[src/design/ccdpc_regs.svh]
// Register offsets, field positions, reset values and timing counts
`ifndef CCDPC_REGS_SVH
`define CCDPC_REGS_SVH

`define CCDPC_OFS_CTRL        8'h00
`define CCDPC_OFS_CLAMP_START 8'h04
`define CCDPC_OFS_CLAMP_STOP  8'h08
`define CCDPC_OFS_BLACK_PIX   8'h0C
`define CCDPC_OFS_TG_WIDTH    8'h10
`define CCDPC_OFS_STATUS      8'h14
`define CCDPC_OFS_PIX_COUNT   8'h18

`define CCDPC_CTRL_MODE_LSB   0
`define CCDPC_CTRL_THREE_BIT  2
`define CCDPC_CTRL_CIS_BIT    3

`define CCDPC_RST_CTRL        4'h4
`define CCDPC_RST_CLAMP_START 8'h10
`define CCDPC_RST_CLAMP_STOP  8'h04
`define CCDPC_RST_BLACK_PIX   8'h12
`define CCDPC_RST_TG_WIDTH    8'h04

`define CCDPC_CONV_DIV        5'h04
`define CCDPC_PIX_DIV_THREE   5'h0C
`define CCDPC_PIX_DIV_TWO     5'h08

`endif

[src/design/ccdpc_pkg.sv]
// Types shared by the preview and clamp timing block
package ccdpc_pkg;

	typedef enum logic [1:0] {
		CCDPC_MODE_NORMAL = 2'b00,
		CCDPC_MODE_X2     = 2'b01,
		CCDPC_MODE_X4     = 2'b10
	} ccdpc_mode_type;

	typedef enum logic [1:0] {
		CCDPC_ST_IDLE = 2'b00,
		CCDPC_ST_XFER = 2'b01,
		CCDPC_ST_RUN  = 2'b10
	} ccdpc_state_type;

endpackage

[src/design/ccdpc_cfg_if.sv]
// Configuration and status carrier between register slave and timing core
`timescale 1ns/1ps
interface ccdpc_cfg_if;
	import ccdpc_pkg::*;
	logic [1:0]     mode;
	logic           three_out;
	logic           cis;
	logic [7:0]     clamp_start;
	logic [7:0]     clamp_stop;
	logic [7:0]     black_pix;
	logic [7:0]     tg_width;
	logic           line_active;
	ccdpc_mode_type cur_mode;
	logic [15:0]    pix_count;

	modport regs (output mode, three_out, cis, clamp_start, clamp_stop, black_pix,
		tg_width, input line_active, cur_mode, pix_count);
	modport core (input mode, three_out, cis, clamp_start, clamp_stop, black_pix,
		tg_width, output line_active, cur_mode, pix_count);
endinterface

[src/design/ccdpc_cnt.sv]
// Modulo counter with synchronous clear
`timescale 1ns/1ps
module ccdpc_cnt #(
	parameter int W = 5
) (
	input  wire logic         aclk,
	input  wire logic         aresetn,
	input  wire logic         clr,
	input  wire logic [W-1:0] modulus,
	output logic      [W-1:0] cnt,
	output logic              last
);
	logic [W-1:0] cnt_r;
	logic [W-1:0] cnt_nxt;

	assign last = (cnt_r == modulus - W'(1));
	assign cnt  = cnt_r;

	always_comb begin
		cnt_nxt = cnt_r + W'(1);
		if (clr || last) begin
			cnt_nxt = '0;
		end
	end

	always_ff @(posedge aclk) begin
		if (!aresetn) begin
			cnt_r <= '0;
		end else begin
			cnt_r <= cnt_nxt;
		end
	end
endmodule // ccdpc_cnt

[src/design/ccdpc_axil.sv]
// AXI4-Lite register slave for the timing block
`timescale 1ns/1ps
`include "ccdpc_regs.svh"
module ccdpc_axil
	import ccdpc_pkg::*;
(
	input  wire logic        aclk,
	input  wire logic        aresetn,
	input  wire logic [7:0]  awaddr,
	input  wire logic        awvalid,
	output logic             awready,
	input  wire logic [31:0] wdata,
	input  wire logic [3:0]  wstrb,
	input  wire logic        wvalid,
	output logic             wready,
	output logic [1:0]       bresp,
	output logic             bvalid,
	input  wire logic        bready,
	input  wire logic [7:0]  araddr,
	input  wire logic        arvalid,
	output logic             arready,
	output logic [31:0]      rdata,
	output logic [1:0]       rresp,
	output logic             rvalid,
	input  wire logic        rready,
	ccdpc_cfg_if.regs        cfg
);
	logic        aw_hold_r, aw_hold_nxt, w_hold_r, w_hold_nxt;
	logic [7:0]  waddr_r, waddr_nxt;
	logic [31:0] wdat_r, wdat_nxt;
	logic        bvalid_r, bvalid_nxt, rvalid_r, rvalid_nxt;
	logic [1:0]  bresp_r, bresp_nxt, rresp_r, rresp_nxt;
	logic [31:0] rdata_r, rdata_nxt;
	logic [3:0]  ctrl_r, ctrl_nxt;
	logic [7:0]  cst_r, cst_nxt, csp_r, csp_nxt, blk_r, blk_nxt, tgw_r, tgw_nxt;
	logic        do_wr;

	assign awready = !aw_hold_r && !bvalid_r;
	assign wready  = !w_hold_r && !bvalid_r;
	assign arready = !rvalid_r;
	assign bvalid  = bvalid_r;
	assign bresp   = bresp_r;
	assign rvalid  = rvalid_r;
	assign rresp   = rresp_r;
	assign rdata   = rdata_r;
	assign cfg.mode        = ctrl_r[`CCDPC_CTRL_MODE_LSB +: 2];
	assign cfg.three_out   = ctrl_r[`CCDPC_CTRL_THREE_BIT];
	assign cfg.cis         = ctrl_r[`CCDPC_CTRL_CIS_BIT];
	assign cfg.clamp_start = cst_r;
	assign cfg.clamp_stop  = csp_r;
	assign cfg.black_pix   = blk_r;
	assign cfg.tg_width    = tgw_r;

	always_comb begin
		aw_hold_nxt = aw_hold_r;
		w_hold_nxt  = w_hold_r;
		waddr_nxt   = waddr_r;
		wdat_nxt    = wdat_r;
		bvalid_nxt  = bvalid_r && !bready;
		bresp_nxt   = bresp_r;
		ctrl_nxt    = ctrl_r;
		cst_nxt     = cst_r;
		csp_nxt     = csp_r;
		blk_nxt     = blk_r;
		tgw_nxt     = tgw_r;
		if (awvalid && awready) begin
			aw_hold_nxt = 1'b1;
			waddr_nxt   = awaddr;
		end
		if (wvalid && wready) begin
			w_hold_nxt = 1'b1;
			wdat_nxt   = wdata;
		end
		do_wr = aw_hold_r && w_hold_r;
		if (do_wr) begin
			aw_hold_nxt = 1'b0;
			w_hold_nxt  = 1'b0;
			bvalid_nxt  = 1'b1;
			bresp_nxt   = 2'h0;
			// Byte enables ignored: every field sits in lane 0
			if (waddr_r == `CCDPC_OFS_CTRL) begin
				ctrl_nxt = wdat_r[3:0];
			end else if (waddr_r == `CCDPC_OFS_CLAMP_START) begin
				cst_nxt = wdat_r[7:0];
			end else if (waddr_r == `CCDPC_OFS_CLAMP_STOP) begin
				csp_nxt = wdat_r[7:0];
			end else if (waddr_r == `CCDPC_OFS_BLACK_PIX) begin
				blk_nxt = wdat_r[7:0];
			end else if (waddr_r == `CCDPC_OFS_TG_WIDTH) begin
				tgw_nxt = wdat_r[7:0];
			end else if (waddr_r != `CCDPC_OFS_STATUS && waddr_r != `CCDPC_OFS_PIX_COUNT) begin
				bresp_nxt = 2'h2;
			end
		end
	end

	always_comb begin
		rvalid_nxt = rvalid_r && !rready;
		rdata_nxt  = rdata_r;
		rresp_nxt  = rresp_r;
		if (arvalid && arready) begin
			rvalid_nxt = 1'b1;
			rresp_nxt  = 2'h0;
			rdata_nxt  = 32'h0;
			if (araddr == `CCDPC_OFS_CTRL) begin
				rdata_nxt[3:0] = ctrl_r;
			end else if (araddr == `CCDPC_OFS_CLAMP_START) begin
				rdata_nxt[7:0] = cst_r;
			end else if (araddr == `CCDPC_OFS_CLAMP_STOP) begin
				rdata_nxt[7:0] = csp_r;
			end else if (araddr == `CCDPC_OFS_BLACK_PIX) begin
				rdata_nxt[7:0] = blk_r;
			end else if (araddr == `CCDPC_OFS_TG_WIDTH) begin
				rdata_nxt[7:0] = tgw_r;
			end else if (araddr == `CCDPC_OFS_STATUS) begin
				rdata_nxt[2:0] = {cfg.cur_mode, cfg.line_active};
			end else if (araddr == `CCDPC_OFS_PIX_COUNT) begin
				rdata_nxt[15:0] = cfg.pix_count;
			end else begin
				rresp_nxt = 2'h2;
			end
		end
	end

	always_ff @(posedge aclk) begin
		if (!aresetn) begin
			aw_hold_r <= 1'b0;
			w_hold_r  <= 1'b0;
			waddr_r   <= 8'h00;
			wdat_r    <= 32'h0;
			bvalid_r  <= 1'b0;
			bresp_r   <= 2'h0;
			rvalid_r  <= 1'b0;
			rresp_r   <= 2'h0;
			rdata_r   <= 32'h0;
			ctrl_r    <= `CCDPC_RST_CTRL;
			cst_r     <= `CCDPC_RST_CLAMP_START;
			csp_r     <= `CCDPC_RST_CLAMP_STOP;
			blk_r     <= `CCDPC_RST_BLACK_PIX;
			tgw_r     <= `CCDPC_RST_TG_WIDTH;
		end else begin
			aw_hold_r <= aw_hold_nxt;
			w_hold_r  <= w_hold_nxt;
			waddr_r   <= waddr_nxt;
			wdat_r    <= wdat_nxt;
			bvalid_r  <= bvalid_nxt;
			bresp_r   <= bresp_nxt;
			rvalid_r  <= rvalid_nxt;
			rresp_r   <= rresp_nxt;
			rdata_r   <= rdata_nxt;
			ctrl_r    <= ctrl_nxt;
			cst_r     <= cst_nxt;
			csp_r     <= csp_nxt;
			blk_r     <= blk_nxt;
			tgw_r     <= tgw_nxt;
		end
	end
endmodule // ccdpc_axil

[src/design/ccdpc_top.sv]
// Sensor shift clock, reset gate, transfer gate and clamp timing
// Operation
// - Preview modes apply only to charge-coupled sensors; a contact sensor setting forces normal.
// - Two preview modes halve or quarter resolution by summing adjacent pixels on the sensor.
// - In x2 the shift clock runs twice as fast while the reset gate stays at pixel rate.
// - In x2 every second reset gate pulse is dropped so two pixels sum before sampling.
// - In x4 the shift clock runs four times as fast with the reset gate at pixel rate.
// - In x4 three of every four reset gate pulses are dropped, combining four pixels.
// - The faster shift clock shortens line period and integration to one half or one quarter.
// - The input clamp closes during each optical-black pixel between programmed start and stop.
// - Clamp-on time per pixel equals start minus stop in half master-clock periods.
// - Pixel rate per channel is master clock over 12 for three outputs and over 8 for two.
// - Clamping during the black pixels at line start restores the video input to mid level.
// - Conversion runs at one quarter of the master clock and all timing derives from it; here shift and pixel dividers count the master clock directly.
// - Line start rising gives a transfer gate pulse, then pixels convert until line start falls.
//
// Our own choices: the AXI4-Lite interface to the registers and the register addresses.
`timescale 1ns/1ps
`include "ccdpc_regs.svh"
module ccdpc_top
	import ccdpc_pkg::*;
(
	input  wire logic        aclk,
	input  wire logic        aresetn,
	input  wire logic [7:0]  s_axi_awaddr,
	input  wire logic        s_axi_awvalid,
	output logic             s_axi_awready,
	input  wire logic [31:0] s_axi_wdata,
	input  wire logic [3:0]  s_axi_wstrb,
	input  wire logic        s_axi_wvalid,
	output logic             s_axi_wready,
	output logic [1:0]       s_axi_bresp,
	output logic             s_axi_bvalid,
	input  wire logic        s_axi_bready,
	input  wire logic [7:0]  s_axi_araddr,
	input  wire logic        s_axi_arvalid,
	output logic             s_axi_arready,
	output logic [31:0]      s_axi_rdata,
	output logic [1:0]       s_axi_rresp,
	output logic             s_axi_rvalid,
	input  wire logic        s_axi_rready,
	input  wire logic        line_start,
	output logic             shift_clk,
	output logic             reset_gate_pulse,
	output logic             transfer_gate_pulse,
	output logic             clamp_on,
	output logic             convert_strobe,
	output logic             line_active
);
	ccdpc_cfg_if cfg ();

	ccdpc_state_type state_r, state_nxt;
	ccdpc_mode_type  mode_r, mode_nxt;
	ccdpc_mode_type  mode_sel;
	logic            three_r, three_nxt;
	logic            ls_d_r, ls_d_nxt;
	logic            line_rise;
	logic [7:0]      tg_cnt_r, tg_cnt_nxt;
	// Line settings frozen at line start
	logic [7:0]      tg_len_r, tg_len_nxt;
	logic [7:0]      blk_r, blk_nxt;
	logic [7:0]      cst_r, cst_nxt;
	logic [7:0]      csp_r, csp_nxt;
	logic [15:0]     pix_r, pix_nxt;
	logic            sh_r, sh_nxt;
	logic            rg_r, rg_nxt;
	logic            tg_r, tg_nxt;
	logic            cl_r, cl_nxt;
	logic            cv_r, cv_nxt;
	logic            run;
	logic [4:0]      pix_div;
	logic [4:0]      shift_div;
	logic [4:0]      pcnt;
	logic [4:0]      scnt;
	logic            pix_last;
	logic [7:0]      hpos;
	logic [4:0]      ccnt;
	logic            shift_high;
	logic            pix_start;
	logic            conv_slot;
	logic            in_black;
	logic            in_window;

	// ------------------------------------------------------------
	// Register slave
	// ------------------------------------------------------------
	ccdpc_axil u_axil (
		.aclk    (aclk),
		.aresetn (aresetn),
		.awaddr  (s_axi_awaddr),
		.awvalid (s_axi_awvalid),
		.awready (s_axi_awready),
		.wdata   (s_axi_wdata),
		.wstrb   (s_axi_wstrb),
		.wvalid  (s_axi_wvalid),
		.wready  (s_axi_wready),
		.bresp   (s_axi_bresp),
		.bvalid  (s_axi_bvalid),
		.bready  (s_axi_bready),
		.araddr  (s_axi_araddr),
		.arvalid (s_axi_arvalid),
		.arready (s_axi_arready),
		.rdata   (s_axi_rdata),
		.rresp   (s_axi_rresp),
		.rvalid  (s_axi_rvalid),
		.rready  (s_axi_rready),
		.cfg     (cfg)
	);

	assign cfg.line_active = (state_r != CCDPC_ST_IDLE);
	assign cfg.cur_mode    = mode_r;
	assign cfg.pix_count   = pix_r;

	// ------------------------------------------------------------
	// Dividers
	// ------------------------------------------------------------
	assign run     = (state_r == CCDPC_ST_RUN);
	assign pix_div = three_r ? `CCDPC_PIX_DIV_THREE : `CCDPC_PIX_DIV_TWO;

	// Both counters clear together, so each pixel opens on a shift edge
	// Three outputs at x4 give an odd shift period with a one-cycle high phase
	// Shift period is the pixel period cut by the preview factor
	always_comb begin
		case (mode_r)
			CCDPC_MODE_X2: shift_div = pix_div >> 1;
			CCDPC_MODE_X4: shift_div = pix_div >> 2;
			default:       shift_div = pix_div;
		endcase
	end

	ccdpc_cnt #(.W(5)) u_pix (
		.aclk    (aclk),
		.aresetn (aresetn),
		.clr     (!run),
		.modulus (pix_div),
		.cnt     (pcnt),
		.last    (pix_last)
	);

	ccdpc_cnt #(.W(5)) u_shift (
		.aclk    (aclk),
		.aresetn (aresetn),
		.clr     (!run),
		.modulus (shift_div),
		.cnt     (scnt),
		.last    ()
	);

	// Conversion slots come from their own divider, fixed in every mode
	// Pixel periods are whole multiples of it, so slots never drift
	ccdpc_cnt #(.W(5)) u_conv (
		.aclk    (aclk),
		.aresetn (aresetn),
		.clr     (!run),
		.modulus (`CCDPC_CONV_DIV),
		.cnt     (ccnt),
		.last    ()
	);

	// Clamp positions are in half master-clock units
	assign hpos = {2'b00, pcnt, 1'b0};

	// ------------------------------------------------------------
	// Mode decode
	// ------------------------------------------------------------
	// A contact sensor has no charge node to sum on, so it stays normal
	// Code 3 is reserved and falls back to normal
	always_comb begin
		mode_sel = CCDPC_MODE_NORMAL;
		if (!cfg.cis) begin
			case (cfg.mode)
				2'b01:   mode_sel = CCDPC_MODE_X2;
				2'b10:   mode_sel = CCDPC_MODE_X4;
				default: mode_sel = CCDPC_MODE_NORMAL;
			endcase
		end
	end

	// ------------------------------------------------------------
	// Line sequencer
	// ------------------------------------------------------------
	// Pin idles low, so the delayed copy cannot fake an edge after reset
	assign line_rise = line_start && !ls_d_r;

	always_comb begin
		state_nxt  = state_r;
		mode_nxt   = mode_r;
		three_nxt  = three_r;
		ls_d_nxt   = line_start;
		tg_cnt_nxt = tg_cnt_r;
		tg_len_nxt = tg_len_r;
		blk_nxt    = blk_r;
		cst_nxt    = cst_r;
		csp_nxt    = csp_r;
		pix_nxt    = pix_r;
		case (state_r)
			CCDPC_ST_IDLE: begin
				if (line_rise) begin
					state_nxt  = CCDPC_ST_XFER;
					tg_cnt_nxt = 8'h00;
					pix_nxt    = 16'h0000;
					// Latched here only, never mid-line
					three_nxt  = cfg.three_out;
					mode_nxt   = mode_sel;
					// Line geometry is frozen too, so a write cannot tear a line
					tg_len_nxt = cfg.tg_width;
					blk_nxt    = cfg.black_pix;
					cst_nxt    = cfg.clamp_start;
					csp_nxt    = cfg.clamp_stop;
				end
			end
			CCDPC_ST_XFER: begin
				tg_cnt_nxt = tg_cnt_r + 8'h01;
				// A width of zero still gives a one-cycle pulse
				if (tg_cnt_r + 8'h01 >= tg_len_r) begin
					state_nxt = line_start ? CCDPC_ST_RUN : CCDPC_ST_IDLE;
				end
			end
			CCDPC_ST_RUN: begin
				// Pixel index feeds the black window and the count register
				if (pix_last) begin
					pix_nxt = pix_r + 16'h0001;
				end
				if (!line_start) begin
					state_nxt = CCDPC_ST_IDLE;
				end
			end
			default: state_nxt = CCDPC_ST_IDLE;
		endcase
	end

	// ------------------------------------------------------------
	// Sensor pulses
	// ------------------------------------------------------------
	// High for the first half of every shift period
	assign shift_high = (scnt < (shift_div >> 1));
	// Candidate at each shift period, kept only at the pixel start
	assign pix_start  = (scnt == 5'h00) && (pcnt == 5'h00);
	assign conv_slot  = (ccnt == 5'h00);
	assign in_black   = (pix_r < {8'h00, blk_r});
	// Odd half positions round to the cycle grid
	assign in_window  = (hpos >= csp_r) && (hpos < cst_r);

	// Clamp needs both a black pixel and the programmed slot
	always_comb begin
		tg_nxt = (state_nxt == CCDPC_ST_XFER);
		sh_nxt = run && shift_high;
		rg_nxt = run && pix_start;
		cv_nxt = run && conv_slot;
		cl_nxt = run && in_black && in_window;
	end

	// ------------------------------------------------------------
	// Outputs
	// ------------------------------------------------------------
	assign shift_clk           = sh_r;
	assign reset_gate_pulse    = rg_r;
	assign transfer_gate_pulse = tg_r;
	assign clamp_on            = cl_r;
	assign convert_strobe      = cv_r;
	assign line_active         = cfg.line_active;

	// Sequencer state and the settings frozen for this line
	always_ff @(posedge aclk) begin
		if (!aresetn) begin
			state_r  <= CCDPC_ST_IDLE;
			mode_r   <= CCDPC_MODE_NORMAL;
			three_r  <= 1'b1;
			ls_d_r   <= 1'b0;
			tg_cnt_r <= 8'h00;
			tg_len_r <= `CCDPC_RST_TG_WIDTH;
			blk_r    <= `CCDPC_RST_BLACK_PIX;
			cst_r    <= `CCDPC_RST_CLAMP_START;
			csp_r    <= `CCDPC_RST_CLAMP_STOP;
			pix_r    <= 16'h0000;
		end else begin
			state_r  <= state_nxt;
			mode_r   <= mode_nxt;
			three_r  <= three_nxt;
			ls_d_r   <= ls_d_nxt;
			tg_cnt_r <= tg_cnt_nxt;
			tg_len_r <= tg_len_nxt;
			blk_r    <= blk_nxt;
			cst_r    <= cst_nxt;
			csp_r    <= csp_nxt;
			pix_r    <= pix_nxt;
		end
	end

	// Pulses are registered so the sensor sees glitch-free edges
	always_ff @(posedge aclk) begin
		if (!aresetn) begin
			sh_r <= 1'b0;
			rg_r <= 1'b0;
			tg_r <= 1'b0;
			cl_r <= 1'b0;
			cv_r <= 1'b0;
		end else begin
			sh_r <= sh_nxt;
			rg_r <= rg_nxt;
			tg_r <= tg_nxt;
			cl_r <= cl_nxt;
			cv_r <= cv_nxt;
		end
	end
endmodule // ccdpc_top

[config.mk]
export PLATFORM = sky130hd
export DESIGN_NAME = ccdpc_top
export DESIGN_NICKNAME = d
export VERILOG_FILES = /design/src/design/ccdpc_pkg.sv /design/src/design/ccdpc_cfg_if.sv /design/src/design/ccdpc_cnt.sv /design/src/design/ccdpc_axil.sv /design/src/design/ccdpc_top.sv
export VERILOG_INCLUDE_DIRS = /design/src /design/src/design
export SDC_FILE = /design/constraint.sdc
export NUM_CORES = 1
export LEC_CHECK = 0
export BUFFER_PORTS_ARGS = -buffer_cell sky130_fd_sc_hd__buf_4
export CORE_UTILIZATION = 40
export CTS_CLUSTER_SIZE = 14
export DETAILED_ROUTE_END_ITERATION = 10
export PLACE_DENSITY = 0.63
export SETUP_SLACK_MARGIN = 0.1
export SKIP_CTS_REPAIR_TIMING = 1
export SLEW_MARGIN = 20
export SYNTH_ARGS = -nofsm -noshare
export SYNTH_HDL_FRONTEND = slang
export SYNTH_SLANG_ARGS = --single-unit
[constraint.sdc]
create_clock -name aclk -period 4.4 [get_ports aclk]
set_input_delay 0.44 -clock aclk [delete_from_list [all_inputs] [get_ports aclk]]
set_output_delay 0.44 -clock aclk [all_outputs]
set_load 0.05 [all_outputs]
* Word level (Yosys, flattened, before mapping) *
Index checks and enable logic that the tools add are counted.

storage, ports and cells
  flip-flop bits (word level) = 158
  bits of input ports = 60
  logic and storage cells = 164
  output and inout bits = 47

operators by class
  multiplexer cells = 42
  add/sub/neg operators = 7
  $lt $le $gt $ge = 5
  eq/ne operators = 24
  bitwise operators = 5
  reductions and logical operators = 49

operators with widths
  kind                     number
  $mux W8                  9
  $mux W16                 3
  $mux W2                  18
  $eq A8 B4 Y1 const B     4
  $eq A8 B5 Y1 const B     4
  $pmux W16 S2             1
  $logic_and A1 B1 Y1      17
  $add A16 B1 Y16 const B  1
  $eq A8 B3 Y1 const B     2
  $logic_not A8 Y1         2
  $lt A16 B8 Y1            1
  $ne A8 B5 Y1 const B     2
  $pmux W8 S2              1
  $add A5 B1 Y5 const B    3
  $logic_not A5 Y1         3
  $mux W13                 1
  $mux W12                 1
  $eq A5 B5 Y1             2
  $sub A4 B1 Y5 const B    2
  $add A8 B1 Y8 const B    1
  $eq A2 B1 Y1 const B     4
  $ge A6 B8 Y1             1
  $ge A8 B8 Y1             1
  $logic_not A1 Y1         8
  other kinds (22)         40

* Depth between registers and ports, before layout *
Gate-level depths: netlist of run 1.

  depth in word-level cells = 8
  mapped depth = 10
  depth with buffers taken out = 10

* Cells and area by module *
Synthesis of run 1 repeated with hierarchy kept, for this count alone.

unflattened totals
  cell total of the unflattened synthesis = 913
  area, all modules = 7777.5 µm²

by module, submodules not included
  module      cells each  times used  area an instance (µm²)  sequential area each (µm²)
  ccdpc_axil  382         1           3402.0                  1481.4
  ccdpc_top   417         1           3395.8                  1341.3
  ccdpc_cnt   38          3           326.6                   100.1

* Worst setup path after synthesis of run 1 *
Ideal clock, no wire load.

  path type = register -> register
  start = register u_axil.waddr_r[0]
  end = register u_axil.cst_r[4], in the netlist u_axil.cfg.clamp_start[4]
  required time = 4.271 ns
  slack = 2.330 ns
  buffers on the path = 2
  period minus slack after synthesis = 2.070 ns
  arrival time = 1.941 ns
  library setup time = 0.129 ns
  cell stages (with the launch flop) = 8
  cell sequence = dfxtp_1 > or4_4 > or4_4 > buf_6 > nor3b_2 > buf_6 > mux2i_1 > nand2_1

between the ends
  word-level cells in the longest chain between the ends = 3
  elaborated cells on any way between the ends = 4
  those cells by class = eq/ne: 1; bitwise: 1; reduce/logical: 2

RTL lines
  element                        RTL line           RTL
  from (decl)                    ccdpc_axil.sv:29   logic [7:0] waddr_r, waddr_nxt;
  from (signal assigned)         ccdpc_axil.sv:144  waddr_r <= waddr_nxt;
  $logic_not A8 Y1 (no line)     -
  $not A1 Y1 (no line)           -
  $reduce_and A3 Y1 (no line) *  -
  to (signal assigned)           ccdpc_axil.sv:137  cst_r <= `CCDPC_RST_CLAMP_START;
  to (signal assigned)           ccdpc_axil.sv:152  cst_r <= cst_nxt;
  to (decl)                      ccdpc_axil.sv:35   logic [7:0] cst_r, cst_nxt, csp_r, csp_nxt, blk_r, blk_nxt, tgw_r, tgw_nxt;

Every way passes the cells marked *; elsewhere a longest branch is shown, timed or not.
A chain may end at the register's enable or synchronous reset.

* Worst setup path in the final report of run 1 *
Ends and elaborated chain as after synthesis.

==> impl_metrics.env, run 1 <==
export IMPL_cp_top_family="simple AND/OR/NAND/NOR gates"
export IMPL_drt_wl_total_mm=17.8
export IMPL_synthTopCellsByArea="dfxtp_1 (41%), nand2_1 (6.9%), ha_1 (6.2%)"
export IMPL_drive_gt1_share_pct=11.3
export IMPL_multi_input_area_mm2=0.00411
export IMPL_place_hpwl_mm=12.5
export IMPL_min_from="line_start"
export IMPL_grt_pass1_wl_mm=29.2
export IMPL_drt_iter0_markers=379
export IMPL_period_needed_ns=2.65
export IMPL_p_sw_share_pct=25.1
export IMPL_finalSetupViolCount=0
export IMPL_critical_path_slowest_cell="nor3b_2"
export IMPL_hold_viol=0
export IMPL_synth_avg_cell_area_um2=8.61
export IMPL_ios=107
export IMPL_rsz0062_at_grt="no"
export IMPL_worst_slew_pin_slew_ns=0.963
export IMPL_max_freq_mhz=378
export IMPL_n_fill_cell=1820
export IMPL_crit_top_cell="or4_4"
export IMPL_grt_overflow_total=0
export IMPL_fin_nets=1027
export IMPL_ant_nets=0
export IMPL_synth_area_leader_cell="dfxtp_1"
export IMPL_combPwrFrac_pct=8.9
export IMPL_p_switching_uw=823
export IMPL_drv_slew=0
export IMPL_cts_root_buf="clkbuf_16"
export IMPL_numCtsBuffers=17
export IMPL_p_leak_uw=0.00330
export IMPL_area_growth_pct=14.9
export IMPL_netlist_area_mm2=0.00765
export IMPL_layout_commonest_cell="dfxtp_1"
export IMPL_wl_per_cell_um=15.1
export IMPL_antenna_found_initial=0
export IMPL_setup_tns_ns=0
export IMPL_status="completed"
export IMPL_crit_chain="or4_4, or4_4, nor3b_2, mux2i_1, nand2_1"
export IMPL_seqCellArea_mm2=0.00312
export IMPL_layoutNonFillerInstCount=1176
export IMPL_rows=50
export IMPL_clk_path_buf_depth=2
export IMPL_port_buffer_count=60
export IMPL_synth_top_cell_area_share_pct=40.8
export IMPL_worst_clock_skew_ns=0.00616
export IMPL_crit_buf_inv=0
export IMPL_rr_startpoint="u_axil.waddr_r[0]"
export IMPL_cpPeakStageDelay_ns=0.81
export IMPL_synth_top_flop_cell="dfxtp_1"
export IMPL_synth_seq_cells=156
export IMPL_coreArea_mm2=0.0187
export IMPL_maxSlewHeadroom_pct=35.5
export IMPL_dieArea_mm2=0.0197
export IMPL_async_reset_ff_share_pct=0
export IMPL_clock_latency_ns=0.42
export IMPL_peakVddDrop_mv=0.284
export IMPL_p_seq_share_pct=44.8
export IMPL_cp_data_arrival_time_ns=2.93
export IMPL_synth_cells=889
export IMPL_startpoint="u_axil.waddr_r[0]"
export IMPL_grtUsageTotal_pct=18.9
export IMPL_cts_clk_slew_worst_paths_ns=0.06
export IMPL_min_delay_path_class="in2reg"
export IMPL_placed_area_mm2=0.00819
export IMPL_grt_pass1_vias=5707
export IMPL_p_per_area_mw_per_mm2=372
export IMPL_required_ns=4.68
export IMPL_die_w_um=140
export IMPL_yosysUniqueCellTypes=56
export IMPL_firstDrtPassIters=5
export IMPL_num_vias=6088
export IMPL_cp_max_fo=11
export IMPL_start_util_pct=40.9
export IMPL_yosysWarningCount=0
export IMPL_die_y_um=140
export IMPL_most_common_layout_cells="dfxtp_1 (156), nand2_1 (141), buf_4 (66), a21boi_0 (58), nor2_1 (48)"
export IMPL_place_inst=1144
export IMPL_post_route_cell_area_mm2=0.00880
export IMPL_h_tree_depth=4
export IMPL_start_kind="register"
export IMPL_ys_seq_area_share_pct=40.8
export IMPL_setup_worst_path_class="reg2reg"
export IMPL_drv_cap=0
export IMPL_antenna_cells=0
export IMPL_clock_sinks=156
export IMPL_drc=0
export IMPL_fin_worst_hold_slack_ns=0.267
export IMPL_end_kind="register"
export IMPL_internal_power_uw=2450
export IMPL_globalplace_congestion=0.873
export IMPL_finalCritPeriodShare_pct=60.2
export IMPL_cts_tree="built"
export IMPL_synth_edf_count=0
export IMPL_viasPerCell=5.18
export IMPL_power_frac_clock_pct=46.4
export IMPL_grt_max_degree=78
cells in the mapped netlist (2+ instances only):
cell,instances
a211oi_1,12
clkbuf_1,39
nand2b_1,12
a21o_1,4
o211ai_1,12
nand3b_1,4
a21oi_1,23
buf_1,2
nor3_1,7
nor3b_2,2
nor4b_1,2
inv_1,45
a222oi_1,2
nor2b_1,43
o221ai_1,3
a22oi_1,9
buf_6,2
nand2_1,141
xor2_1,8
ha_1,38
mux2i_1,34
xnor2_1,27
and4_1,2
nor4_1,6
or3_1,4
or4_4,2
nand4_1,4
a31oi_1,8
nor3b_1,5
buf_4,19
a2111oi_0,5
a22o_1,2
and2_1,9
a21boi_0,58
a221o_1,2
nand3_1,33
nor2_1,48
dfxtp_1,156
o21ai_0,29
o2111ai_1,3
and3_1,8
cell type report:
cell class / instances / area share, %
clock buffers: 21 / 5.23
clock inverters: 11 / 1.62
inverters: 45 / 1.92
multi-input cells: 643 / 46.8
flip-flops and latches: 156 / 35.5
well taps: 234 / 3.33
repair buffers: 66 / 5.63
stage by stage:
stage          total power, uW  utilization [%]  worst slack (ns)
2_1_floorplan             1720                -              2.33
3_3_place_gp              1790             43.8              1.77
3_5_place_dp              1790             43.8              1.76
4_1_cts                   3300             47.0              1.75
5_1_grt                   3400             47.0              1.62
6_report                  3280             47.0              1.75
cell families (layout without fill, tap and decap cells):
| logic type | after synthesis | in the layout | share of synthesized area (%) |
|---|---|---|---|
| simple gates | 337 | 337 | 21.5 |
| compound gates | 179 | 179 | 16.2 |
| flops | 156 | 156 | 40.8 |
| buf+inv | 107 | 143 | 6.38 |
| fa+ha+maj | 38 | 38 | 6.21 |
| mux | 36 | 36 | 4.89 |
| xor+xnor | 35 | 35 | 4.01 |
| other cells | 1 | 18 | 0.0490 |
final timing paths:
path,depth (start not counted),to,slack [ns]
min reg2reg,2,blk_r[7],0.46
max reg2reg,5,u_axil.cfg.clamp_start[4],1.75
max,5,u_axil.cfg.clamp_start[4],1.75
min,2,ls_d_r,0.27
power groups by stage:
| stage | Combinational [uW] | Sequential [uW] | Clock, uW |
|---|---|---|---|
| after floorplan | 208 | 1510 | 0 |
| after global placement | 291 | 1500 | 0 |
| after detailed placement | 292 | 1500 | 0 |
| after CTS | 293 | 1470 | 1550 |
| after global routing | 317 | 1470 | 1610 |
| final | 291 | 1470 | 1520 |
layer usage:
metal,GRT usage (%),wire (um),share of wire (%),up-vias
li1,-,-,-,3112
met1,25.8,8800,49,2843
met2,29.4,8070,45,116
met3,4.14,664,3.7,17
met4,6.54,278,1.6,0
met5,0,0,0,-
Note: power is estimated with default switching activity, not from simulation.
==> run 2, diff against run 1 <==
--- a/config.mk
+++ b/config.mk
@@ -10,7 +10,7 @@
 export CORE_UTILIZATION = 40
 export CTS_CLUSTER_SIZE = 14
 export DETAILED_ROUTE_END_ITERATION = 10
-export PLACE_DENSITY = 0.63
+export PLACE_DENSITY = 0.65
 export SETUP_SLACK_MARGIN = 0.1
 export SKIP_CTS_REPAIR_TIMING = 1
 export SLEW_MARGIN = 20
==> constraint.sdc (replaced) <==
create_clock -name aclk -period 2.3 [get_ports aclk]
set_input_delay 0.23 -clock aclk [delete_from_list [all_inputs] [get_ports aclk]]
set_output_delay 0.23 -clock aclk [all_outputs]
set_load 0.05 [all_outputs]
==> run 2 against run 1 <==
  * Register-to-register slack lost 1.6 ns
  * Count of clock-buffer cells in the layout shrank 1
  * Maximum frequency grew 24%
  * Sequential share of layout area shrank 0.53 points
  * Sequential cell count is the same
  * Combinational power grew 99%
  * Clock skew is essentially flat
  * Critical path depth grew 1
  * Utilization grew 0.83 points
  * Die area is the same
  * Critical endpoint is now u_axil.ctrl_r[3]
  * Highest routed layer unchanged
==> impl_metrics.env, run 2 (synthesis results as in run 1) <==
export IMPL_hold_viol=0
export IMPL_start_kind="register"
export IMPL_crit_chain="or4_4, or4_4, buf_6, nor3_4, mux2i_1, nor2b_1"
export IMPL_most_common_layout_cells="dfxtp_1 (152), nand2_1 (141), buf_4 (81), a21boi_0 (58), nor2_1 (48)"
export IMPL_start_util_pct=40.9
export IMPL_clock_sinks=156
export IMPL_antenna_found_initial=0
export IMPL_ios=107
export IMPL_place_ws_ns=0.103
export IMPL_crit_top_cell="or4_4"
export IMPL_maxSlewHeadroom_pct=62.0
export IMPL_grt_pass1_vias=5689
export IMPL_numCtsBuffers=17
export IMPL_port_buffer_count=60
export IMPL_clk_path_buf_depth=2
export IMPL_wl_per_cell_um=14.6
export IMPL_end_kind="register"
export IMPL_grt_max_degree=127
export IMPL_peakVddDrop_mv=0.566
export IMPL_globalplace_congestion=0.837
export IMPL_place_hpwl_mm=12.3
export IMPL_max_freq_mhz=468
export IMPL_drv_slew=0
export IMPL_power_frac_clock_pct=43.3
export IMPL_min_from="s_axi_arvalid"
export IMPL_required_ns=2.63
export IMPL_period_needed_ns=2.14
export IMPL_p_seq_share_pct=47.0
export IMPL_antenna_cells=0
export IMPL_layout_commonest_cell="dfxtp_1"
export IMPL_status="completed"
export IMPL_finalCritPeriodShare_pct=93.0
export IMPL_drt_iter0_markers=424
export IMPL_setup_worst_path_class="reg2reg"
export IMPL_cts_tree="built"
export IMPL_finalSetupViolCount=0
export IMPL_min_delay_path_class="in2reg"
export IMPL_coreArea_mm2=0.0187
export IMPL_p_total_uw=5970
export IMPL_worst_slew_pin_slew_ns=0.555
export IMPL_p_switching_uw=1610
export IMPL_drive_gt1_share_pct=14.2
export IMPL_p_per_area_mw_per_mm2=667
export IMPL_startpoint="u_axil.waddr_r[0]"
export IMPL_num_vias=6167
export IMPL_firstDrtPassIters=5
export IMPL_ant_nets=0
export IMPL_viasPerCell=5.16
export IMPL_critical_path_slowest_cell="or4_4"
export IMPL_cts_root_buf="clkbuf_16"
export IMPL_rows=50
export IMPL_rsz0062_at_grt="yes"
export IMPL_fin_nets=1046
export IMPL_internal_power_uw=4370
export IMPL_cp_max_fo=9
export IMPL_setup_tns_ns=0
export IMPL_dieArea_mm2=0.0197
export IMPL_fin_ws_ns=0.162
export IMPL_combPwrFrac_pct=9.7
export IMPL_h_tree_depth=4
export IMPL_cpPeakStageDelay_ns=0.53
export IMPL_area_growth_pct=17.0
export IMPL_die_y_um=140
export IMPL_grtUsageTotal_pct=18.6
export IMPL_drt_wl_total_mm=17.4
export IMPL_drv_cap=0
export IMPL_worst_clock_skew_ns=0.00588
export IMPL_cts_clk_slew_worst_paths_ns=0.06
export IMPL_p_leak_uw=0.00338
export IMPL_grt_overflow_total=0
export IMPL_rr_startpoint="u_axil.waddr_r[0]"
export IMPL_p_sw_share_pct=26.9
export IMPL_drc=0
export IMPL_die_w_um=140
export IMPL_clock_latency_ns=0.44
export IMPL_grt_pass1_wl_mm=28.7
export IMPL_cp_data_arrival_time_ns=2.47
-- run 2: changes by cell type in the layout (fill, tap and decap cells not counted), sizes merged --
| cell | previous run | this run |
|---|---|---|
| bufinv | 3 | 0 |
| clkinv | 6 | 7 |
| inv | 45 | 48 |
| clkbuf | 21 | 20 |
| buf | 66 | 85 |
-- run 2: metal layers --
metal	global-route usage, %	vias up	routed length, um
met5	0	-	0
met4	7.63	0	498
met3	4.65	34	758
met2	27.8	139	7770
met1	25.3	2848	8380
li1	-	3146	-
-- run 2: layout make-up --
| cell class | instances | area, um2 |
|---|---|---|
| inverter | 45 | 169 |
| clock inverter | 12 | 91.3 |
| timing repair buffer | 85 | 662 |
| multi-input combinational | 643 | 4160 |
| tap | 234 | 293 |
| clock buffer | 20 | 447 |
| fill | 1823 | 9750 |
| sequential | 156 | 3130 |
-- run 2: stage by stage --
stage          std cells  hold slack [ns]  instance area, um2  util, %
2_1_floorplan        906            0.368                7720        -
3_3_place_gp        1163            0.445                8350     44.6
3_5_place_dp        1163            0.457                8350     44.6
4_1_cts             1195           0.0322                8890     47.5
5_1_grt             1195           0.0193                8950     47.9
6_report            1195           0.0341                8950     47.9
-- run 2: worst paths after layout --
kind	end	slack, ns	cells after the start
setup / recovery	u_axil.ctrl_r[3]	0.16	6
hold / removal	u_axil.rvalid	0.03	2
setup reg to reg	u_axil.ctrl_r[3]	0.16	6
hold reg to reg	u_axil.waddr_r[0]	0.46	2
-- run 2: worst max-delay path, delay by kind of cell, from the launching register on --
| family | cells | cell delay, ns |
|---|---|---|
| simple gates | 4 | 1.31 |
| flops | 1 | 0.32 |
| mux | 1 | 0.24 |
| buf+inv | 1 | 0.17 |
-- run 2: power by group through the flow --
stage | logic [uW] | clock network [uW] | registers [uW]
after floorplan | 398 | 0 | 2890
after global placement | 575 | 0 | 2860
after detailed placement | 577 | 0 | 2860
after CTS | 579 | 2630 | 2800
after global routing | 633 | 2760 | 2810
final | 579 | 2590 | 2810
